<file path="src/pkg/dbl_pkg.sv">
// Package for the byte-load converter host controller.
// Assumes a 10 MHz mclk; all timing counts derive from that rate.
package dbl_pkg;
	// ********************************
	// Clock and pin timing
	// ********************************
	localparam int CLK_NS = 100;
	localparam int T_DS_NS = 230;
	localparam int T_DH_NS = 50;
	localparam int T_CWS_NS = 50;
	localparam int T_CWH_NS = 25;
	localparam int T_WR_NS = 320;
	localparam int SETUP_CYC = (T_CWS_NS + CLK_NS - 1) / CLK_NS;
	localparam int HOLD_CYC_A = (T_DH_NS + CLK_NS - 1) / CLK_NS;
	localparam int HOLD_CYC_B = (T_CWH_NS + CLK_NS - 1) / CLK_NS;
	localparam int HOLD_CYC = HOLD_CYC_A > HOLD_CYC_B ? HOLD_CYC_A : HOLD_CYC_B;
	localparam int WR_A = (T_WR_NS + CLK_NS - 1) / CLK_NS;
	localparam int WR_B = (T_DS_NS + CLK_NS - 1) / CLK_NS;
	localparam int WR_CYC = WR_A > WR_B ? WR_A : WR_B;
	localparam logic [3:0] SETUP_CNT = 4'(SETUP_CYC);
	localparam logic [3:0] WR_CNT = 4'(WR_CYC);
	localparam logic [3:0] HOLD_CNT = 4'(HOLD_CYC);

	// ********************************
	// Own register map (word index = address)
	// ********************************
	localparam logic [2:0] A_CTRL = 3'h0;
	localparam logic [2:0] A_CODE = 3'h1;
	localparam logic [2:0] A_CMD = 3'h2;
	localparam logic [2:0] A_STAT = 3'h3;
	localparam logic [2:0] A_LAST = 3'h4;
	// CTRL fields
	localparam int C_RJUST = 0;
	localparam int C_AUTO = 1;
	localparam int C_LOFIRST = 2;
	localparam int C_OVR = 3;
	localparam int C_OVRONES = 4;
	localparam logic [4:0] CTRL_RST = 5'h01;
	// CMD codes
	localparam logic [2:0] CMD_FULL = 3'h1;
	localparam logic [2:0] CMD_HIGH = 3'h2;
	localparam logic [2:0] CMD_LOW = 3'h3;
	localparam logic [2:0] CMD_XFER = 3'h4;
	localparam logic [11:0] CODE_RST = 12'h000;
	localparam logic [7:0] NIB_PAD = 8'h00;

	// One pin cycle request
	typedef struct packed {
		logic sel_high;
		logic sel_low;
		logic load;
		logic [7:0] data;
	} dbl_cycle_t;
endpackage

</file>
<file path="src/pkg/dbl_cyc_if.sv">
// Carrier between the sequencer and the pin write-cycle engine.
// Assumes both ends share mclk.
`timescale 1ns/1ps
`default_nettype none
interface dbl_cyc_if;
	import dbl_pkg::*;
	logic req;
	logic done;
	dbl_cycle_t cyc;
	modport seq (output req, output cyc, input done);
	modport eng (input req, input cyc, output done);
endinterface
`default_nettype wire

</file>
<file path="src/verilog/dbl_host.sv">
// Host controller driving a 12-bit byte-loaded converter over its pins.
// Assumes software issues commands via a simple strobe register port.
//
// Functional notes
// RL1 - High byte select low with write loads
// RL2 - Low byte select low with write loads
// RL3 - Override pin low forces zeros or ones
// RL4 - Override leaves DAC register contents intact
// RL5 - Format pin chooses left or right justify
// RL6 - Hold override pin high for normal loads; the pin follows CTRL bit 3 alone, and commands still run with it low
// RL7 - Bus bit 7 is MSB, bit 0 LSB
// RL8 - Load strobe with write loads DAC register
// RL9 - Write strobe qualifies every register load
// RL10 - Byte plus load strobe updates both registers
// RL11 - All selects high plus load transfers word
// RL12 - Right justify: top nibble in high-byte low nibble
// RL13 - Left justify: bottom nibble in low-byte top nibble
// RL14 - Automatic mode: second byte carries load strobe
// RL15 - Automatic mode single byte update: one write
// RL16 - Strobed mode: two byte writes then transfer
// RL17 - Shared load strobe may update many converters
// RL18 - Strobed single byte update: two writes
// RL19 - Either byte may be written first
// RL20 - Device latches when write strobe rises
`timescale 1ns/1ps
`default_nettype none
module dbl_host
	import dbl_pkg::*;
(
	input wire logic mclk,
	input wire logic rst,
	input wire logic [2:0] addr,
	input wire logic [15:0] wdata,
	input wire logic wr_stb,
	input wire logic rd_stb,
	output logic [15:0] rdata,
	output logic busy,
	output logic high_byte_select_n,
	output logic low_byte_select_n,
	output logic dac_load_strobe_n,
	output logic wr_n,
	output logic [7:0] bus_data,
	output logic format_or_override_n,
	output logic format_select
);
	// ********************************
	// Sequencer state
	// ********************************
	typedef enum logic [2:0] {
		S_IDLE = 3'b000,
		S_FIRST = 3'b001,
		S_SECOND = 3'b010,
		S_XFER = 3'b011,
		S_SINGLE = 3'b100
	} dbl_st_t;
	typedef struct packed {
		dbl_st_t st;
		logic [4:0] ctrl;
		logic [11:0] code;
		logic [2:0] cmd;
		logic [11:0] last;
		logic req;
		dbl_cycle_t cyc;
		logic [15:0] rd;
		logic fsel;
	} dbl_host_t;
	dbl_host_t s_r, s_nxt;

	dbl_cyc_if cif ();

	logic [7:0] hi_byte, lo_byte;
	logic busy_w;

	// Byte images of the code in the chosen justification
	always_comb begin
		if (s_r.ctrl[C_RJUST]) begin
			hi_byte = {NIB_PAD[3:0], s_r.code[11:8]}; // RL12
			lo_byte = s_r.code[7:0]; // RL12
		end else begin
			hi_byte = s_r.code[11:4]; // RL13
			lo_byte = {s_r.code[3:0], NIB_PAD[3:0]}; // RL13
		end
	end

	assign busy_w = (s_r.st != S_IDLE);

	function automatic dbl_cycle_t mk(input logic hi, input logic ld,
		input logic [7:0] h, input logic [7:0] l);
		dbl_cycle_t c;
		c.sel_high = hi; // RL1
		c.sel_low = ~hi; // RL2
		c.load = ld; // RL10
		c.data = hi ? h : l;
		return c;
	endfunction

	always_comb begin
		logic hi_first;
		hi_first = ~s_r.ctrl[C_LOFIRST]; // RL19
		s_nxt = s_r;
		s_nxt.rd = 16'h0000;
		if (rd_stb) begin
			case (addr)
				A_CTRL: s_nxt.rd = {11'h000, s_r.ctrl};
				A_CODE: s_nxt.rd = {4'h0, s_r.code};
				A_CMD: s_nxt.rd = {13'h0000, s_r.cmd};
				A_STAT: s_nxt.rd = {15'h0000, busy_w};
				A_LAST: s_nxt.rd = {4'h0, s_r.last};
				default: s_nxt.rd = 16'h0000;
			endcase
		end
		if (wr_stb) begin
			case (addr)
				A_CTRL: s_nxt.ctrl = wdata[4:0];
				A_CODE: if (!busy_w) s_nxt.code = wdata[11:0];
				default: ;
			endcase
		end
		// Shared pin comes from a flop: a mux on flop outputs could glitch
		s_nxt.fsel = s_nxt.ctrl[C_OVR] ? s_nxt.ctrl[C_OVRONES]
			: s_nxt.ctrl[C_RJUST]; // RL5 RL3
		case (s_r.st)
			S_IDLE: begin
				if (wr_stb && addr == A_CMD) begin
					s_nxt.cmd = wdata[2:0];
					s_nxt.req = 1'b1;
					case (wdata[2:0])
						CMD_FULL: begin
							s_nxt.cyc = mk(hi_first, 1'b0, hi_byte, lo_byte);
							s_nxt.st = S_FIRST;
						end
						CMD_HIGH: begin
							s_nxt.cyc = mk(1'b1, s_r.ctrl[C_AUTO], hi_byte, lo_byte); // RL15
							s_nxt.st = S_SINGLE;
						end
						CMD_LOW: begin
							s_nxt.cyc = mk(1'b0, s_r.ctrl[C_AUTO], hi_byte, lo_byte); // RL15
							s_nxt.st = S_SINGLE;
						end
						CMD_XFER: begin
							// Input register to DAC register, no byte selected
							s_nxt.cyc = '{sel_high: 1'b0, sel_low: 1'b0,
								load: 1'b1, data: 8'h00}; // RL11 RL17
							s_nxt.st = S_XFER;
						end
						default: s_nxt.req = 1'b0;
					endcase
				end
			end
			S_FIRST: begin
				if (cif.done) begin
					// Second byte carries the load in automatic mode
					s_nxt.cyc = mk(~hi_first, s_r.ctrl[C_AUTO], hi_byte,
						lo_byte); // RL14 RL8
					s_nxt.st = S_SECOND;
				end
			end
			S_SECOND: begin
				if (cif.done) begin
					if (s_r.ctrl[C_AUTO]) begin
						s_nxt.req = 1'b0;
						s_nxt.last = s_r.code;
						s_nxt.st = S_IDLE;
					end else begin
						s_nxt.cyc = '{sel_high: 1'b0, sel_low: 1'b0,
							load: 1'b1, data: 8'h00}; // RL16
						s_nxt.st = S_XFER;
					end
				end
			end
			S_SINGLE: begin
				if (cif.done) begin
					if (s_r.ctrl[C_AUTO]) begin
						s_nxt.req = 1'b0;
						s_nxt.last = s_r.code;
						s_nxt.st = S_IDLE;
					end else begin
						// Strobed mode: byte write then transfer
						s_nxt.cyc = '{sel_high: 1'b0, sel_low: 1'b0,
							load: 1'b1, data: 8'h00}; // RL18
						s_nxt.st = S_XFER;
					end
				end
			end
			S_XFER: begin
				if (cif.done) begin
					s_nxt.req = 1'b0;
					s_nxt.last = s_r.code;
					s_nxt.st = S_IDLE;
				end
			end
			default: s_nxt.st = S_IDLE;
		endcase
	end

	always_ff @(posedge mclk) begin
		if (rst) begin
			s_r <= '{st: S_IDLE, ctrl: CTRL_RST, code: CODE_RST,
				cmd: 3'h0, last: CODE_RST, req: 1'b0,
				cyc: '{sel_high: 1'b0, sel_low: 1'b0, load: 1'b0,
				data: 8'h00}, rd: 16'h0000, fsel: CTRL_RST[C_RJUST]};
		end else begin
			s_r <= s_nxt;
		end
	end

	// ********************************
	// Pin outputs
	// ********************************
	assign cif.req = s_r.req;
	assign cif.cyc = s_r.cyc;
	assign rdata = s_r.rd;
	assign busy = busy_w;
	// Override pin stays high unless software asks for a forced code
	assign format_or_override_n = ~s_r.ctrl[C_OVR]; // RL6 RL3 RL4
	// Same pin picks justify when high and zeros/ones when low
	assign format_select = s_r.fsel; // RL5 RL3

	dbl_wr_engine u_eng (
		.mclk(mclk),
		.rst(rst),
		.cif(cif.eng),
		.high_byte_select_n(high_byte_select_n),
		.low_byte_select_n(low_byte_select_n),
		.dac_load_strobe_n(dac_load_strobe_n),
		.wr_n(wr_n),
		.bus_data(bus_data)
	);
endmodule // dbl_host
`default_nettype wire

</file>
<file path="src/verilog/dbl_wr_engine.sv">
// One write cycle on the converter pins: setup, strobe low, hold.
// Assumes a request is held until done pulses.
`timescale 1ns/1ps
`default_nettype none
module dbl_wr_engine
	import dbl_pkg::*;
(
	input wire logic mclk,
	input wire logic rst,
	dbl_cyc_if.eng cif,
	output logic high_byte_select_n,
	output logic low_byte_select_n,
	output logic dac_load_strobe_n,
	output logic wr_n,
	output logic [7:0] bus_data
);
	typedef enum logic [1:0] {
		E_IDLE = 2'b00,
		E_SETUP = 2'b01,
		E_WR = 2'b10,
		E_HOLD = 2'b11
	} dbl_est_t;
	typedef struct packed {
		dbl_est_t st;
		logic [3:0] cnt;
		logic hs_n;
		logic ls_n;
		logic ld_n;
		logic wr_n;
		logic [7:0] d;
		logic done;
	} dbl_eng_t;
	dbl_eng_t s_r, s_nxt;

	always_comb begin
		s_nxt = s_r;
		s_nxt.done = 1'b0;
		case (s_r.st)
			E_IDLE: begin
				if (cif.req && !s_r.done) begin
					s_nxt.hs_n = ~cif.cyc.sel_high;
					s_nxt.ls_n = ~cif.cyc.sel_low;
					s_nxt.ld_n = ~cif.cyc.load;
					// MSB on bit 7, LSB on bit 0
					s_nxt.d = cif.cyc.data; // RL7
					s_nxt.cnt = SETUP_CNT;
					s_nxt.st = E_SETUP;
				end
			end
			E_SETUP: begin
				if (s_r.cnt <= 4'h1) begin
					// Every load is qualified by the write strobe
					s_nxt.wr_n = 1'b0; // RL9
					s_nxt.cnt = WR_CNT;
					s_nxt.st = E_WR;
				end else begin
					s_nxt.cnt = s_r.cnt - 4'h1;
				end
			end
			E_WR: begin
				if (s_r.cnt <= 4'h1) begin
					// Device latches on the rising write edge
					s_nxt.wr_n = 1'b1; // RL20
					s_nxt.cnt = HOLD_CNT;
					s_nxt.st = E_HOLD;
				end else begin
					s_nxt.cnt = s_r.cnt - 4'h1;
				end
			end
			E_HOLD: begin
				if (s_r.cnt <= 4'h1) begin
					s_nxt.hs_n = 1'b1;
					s_nxt.ls_n = 1'b1;
					s_nxt.ld_n = 1'b1;
					s_nxt.done = 1'b1;
					s_nxt.st = E_IDLE;
				end else begin
					s_nxt.cnt = s_r.cnt - 4'h1;
				end
			end
			default: s_nxt.st = E_IDLE;
		endcase
	end

	always_ff @(posedge mclk) begin
		if (rst) begin
			s_r <= '{st: E_IDLE, cnt: 4'h0, hs_n: 1'b1, ls_n: 1'b1,
				ld_n: 1'b1, wr_n: 1'b1, d: 8'h00, done: 1'b0};
		end else begin
			s_r <= s_nxt;
		end
	end

	assign cif.done = s_r.done;
	assign high_byte_select_n = s_r.hs_n;
	assign low_byte_select_n = s_r.ls_n;
	assign dac_load_strobe_n = s_r.ld_n;
	assign wr_n = s_r.wr_n;
	assign bus_data = s_r.d;
endmodule // dbl_wr_engine
`default_nettype wire
</file>
<file path="config.mk">
export PLATFORM = sky130hd
export DESIGN_NAME = dbl_host
export DESIGN_NICKNAME = d
export VERILOG_FILES = /design/src/pkg/dbl_pkg.sv /design/src/pkg/dbl_cyc_if.sv /design/src/verilog/dbl_host.sv /design/src/verilog/dbl_wr_engine.sv
export SDC_FILE = /design/constraint.sdc
export NUM_CORES = 1
export LEC_CHECK = 0
export BUFFER_PORTS_ARGS = -buffer_cell sky130_fd_sc_hd__buf_2
export CAP_MARGIN = 5
export CORE_MARGIN = 2
export CORE_UTILIZATION = 58
export DETAILED_ROUTE_END_ITERATION = 12
export PLACE_DENSITY_LB_ADDON = 0.15
export SYNTH_ARGS = -nofsm -noshare
export SYNTH_HDL_FRONTEND = slang
export SYNTH_HIERARCHICAL = 1
export SYNTH_SLANG_ARGS = --single-unit
</file>
<file path="constraint.sdc">
create_clock -name mclk -period 2.6 [get_ports mclk]
set_input_delay 0.78 -clock mclk [delete_from_list [all_inputs] [get_ports mclk]]
set_output_delay 0.78 -clock mclk [all_outputs]
set_load 0.01 [all_outputs]
</file>
==> flow_summary.json <==
{
  "outcome": "finished clean",
  "max_freq_ghz": 0.448,
  "synth_cells": 486,
  "floorplan.initialDensity_pct": 59.3,
  "yosysWarnings": 6,
  "grt_usage_pct": 22.7,
  "p_leak_nw": 1.95,
  "cts.repair.resized": 0,
  "syn_avg_cell_area_um2": 8.80,
  "ys.flop_type": "dfxtp_1",
  "antenna_found_initial": 0,
  "pwr-share-clk_pct": 24.5,
  "swShare_pct": 36.1,
  "cts.path.max_buffers": 2,
  "ys_types": 61,
  "wl_per_cell_um": 15.0,
  "overflow": 0,
  "end_kind": "output pin",
  "grt_pass1_wl_mm": 15.2,
  "cts_setup_buffers": 0,
  "hold_violations": 0,
  "fp.dieH_um": 89.9,
  "worst_slew_pin_slew_ps": 751,
  "dr.pass1.iters": 4,
  "dpl.hpwl_mm": 6.41,
  "setup_viol": 0,
  "r2r_end": "cif.cyc[6]",
  "ys_ff_latch": 79,
  "netlist_area_mm2": 0.00428,
  "hold_class": "reg -> reg",
  "first_iter_violations": 190,
  "drive_gt1_share_pct": 19.2,
  "ir_drop_v": 0.000381,
  "synth.largest_area_cell": "dfxtp_1",
  "p_seq_share_pct": 43.1,
  "hold-worst-slack_ps": 495,
  "clk_pin_slew_ps": 80,
  "reg2reg_slack_ps": 730,
  "synth_top_area_share_pct": 37.0,
  "core_mm2": 0.00721,
  "cp-endpoint": "busy",
  "crit_type": "reg -> out",
  "setup_tns_ps": 0,
  "combPwrFrac_pct": 32.4,
  "port_buffers": 45,
  "crit_chain": "nor3_2 -> inv_1 -> buf_2",
  "switching_power_mw": 1.22,
  "crit_path_start_kind": "flip-flop",
  "reg2reg_depth": 6,
  "cp_slowest_cell": "dfxtp_1",
  "fin_nets": 529,
  "arrival_ps": 1450,
  "critPathLaunch": "s_r[62]",
  "rsz0062_at_grt": "false",
  "internal_power_mw": 2.16,
  "vias_per_cell": 5.69,
  "cts_inserted_buffers": 9,
  "fin_skew_ps": 8.24,
  "yosysMostFrequentCell": "dfxtp_1",
  "seq_area_frac_synth_pct": 37.0,
  "n_antenna_cell": 0,
  "area_growth_pct": 6.46,
  "grt_pass1_vias": 3219,
  "clock-sinks": 79,
  "critPathRequiredTime_ps": 1820,
  "synth_async_sr_flop_share_pct": 0,
  "finalMaxSlewViolations": 0,
  "crit_fanout": 13,
  "drv_cap": 0,
  "top_level_ports": 54,
  "post-route-min-period_ps": 2230,
  "nFillCells": 669,
  "crit_path_max_incr_delay_ps": 430,
  "cts_tree": "built",
  "final_area_mm2": 0.00455,
  "root_buffer": "clkbuf_8",
  "p_per_area_mw_per_mm2": 741,
  "globalplace.congestion": 0.892,
  "drc": 0,
  "htreeDepth": 3,
  "relSlewSlack_pct": 49.7,
  "vias": 3432,
  "grt_max_degree": 41,
  "placementRows": 31,
  "insertion_delay_ps": 350,
  "cts-hold-fix-buffers": 0,
  "fp.dieW_um": 89.9,
  "die_area_mm2": 0.00808,
  "drtAntennaViolNets": 0,
  "synthTopCellsByArea": "dfxtp_1, mux2i_1, nor2_1",
  "synthTopCellsByCount": "dfxtp_1, nor2_1, mux2i_1",
  "r2r-start": "s_r[63]",
  "synth_edf_count": 0,
  "finalPower_mw": 3.37,
  "min_period_over_period_pct": 85.9,
  "placed_cell_area_mm2": 0.00437,
  "finalWirelength_mm": 9.02
}
registers in the layout, indices dropped and copies added (netlist names):
signal / cells
u_eng/low_byte_select_n: 1
format_select: 1
u_eng/bus_data: 8
cif.req: 1
rdata: 12
cif.cyc: 11
u_eng/dac_load_strobe_n: 1
s_r: 35
u_eng/wr_n: 1
u_eng/high_byte_select_n: 1
u_eng/s_r: 6
u_eng/cif.done: 1
metrics by stage:
step,cells,utilization [%],setup WS [ps]
after floorplan,489,-,524
after global placement,587,60.6,258
after detailed placement,587,60.6,238
after CTS,603,63.1,354
after global routing,603,63.1,275
final,603,63.1,366
critical path, delay by kind of cell (launching register included):
kind	cells	cell delay, ps
buffers and inverters	2	300
and+or+nand+nor	1	370
DFF	1	430
kinds of logic after synthesis:
kind of cell	after synthesis	synth area share [%]
compound gates	114	19.6
xor+xnor	1	0.205
fa+ha+maj	7	2.05
buf+inv	67	9.15
flops	79	37.0
mux	54	12.8
other cells	1	0.0877
simple gates	163	19.1
layer usage:
metal	routed length [µm]	GRT usage (%)	up-vias
li1	-	-	1737
met1	4280	29.9	1618
met2	4270	36.9	61
met3	292	3.86	16
met4	181	10.3	0
met5	0	0	-
power by group through the flow:
| stage | Clock [mW] | Combinational [mW] | Sequential (mW) |
|---|---|---|---|
| finish | 0.828 | 1.09 | 1.45 |
| global route | 0.899 | 1.22 | 1.48 |
| CTS | 0.843 | 1.10 | 1.46 |
| detailed placement | 0 | 1.10 | 1.48 |
| global placement | 0 | 1.08 | 1.48 |
| floorplan | 0 | 0.924 | 1.44 |
cells in the final DEF (no fill, tap or decap), types with 4 or more instances in the layout:
cell and instances:
dfxtp_1 79, nor2_1 75, mux2i_1 47, buf_2 45, a21oi_1 29, nand2_1 23, a22oi_1 17, o21ai_0 13
nand3_1 13, buf_4 12, a221o_1 11, a211oi_1 11, clkbuf_8 10, inv_1 8, nor2b_1 8, mux2_2 7
ha_1 7, nor3_1 6, nand3b_1 6, a31oi_1 6, nand2b_1 4, conb_1 4
worst min path at each step:
| stage | startpoint | end | slack [ps] | cells after the start |
|---|---|---|---|---|
| 6_report | u_eng/wr_n | u_eng/wr_n | 490 | 1 |
| 5_1_grt | u_eng/bus_data[6] | u_eng/bus_data[6] | 520 | 2 |
| 4_1_cts | u_eng/wr_n | u_eng/wr_n | 500 | 1 |
| 3_5_place_dp | u_eng/wr_n | u_eng/wr_n | 470 | 1 |
| 3_3_place_gp | u_eng/wr_n | u_eng/wr_n | 470 | 1 |
| 2_1_floorplan | cif.cyc[0] | u_eng/bus_data[0] | 460 | 2 |
cell type report:
type                            count  area, µm²  area share (%)
Clock buffer                       10        138            3.02
Clock inverter                      6       46.3            1.02
Inverter                            9       33.8           0.742
Multi-Input combinational cell    343       2320            50.9
Sequential cell                    79       1580            34.7
Tap cell                           99        124            2.72
Timing Repair Buffer               57        315            6.92
Note: power is estimated with default switching activity, not from simulation.
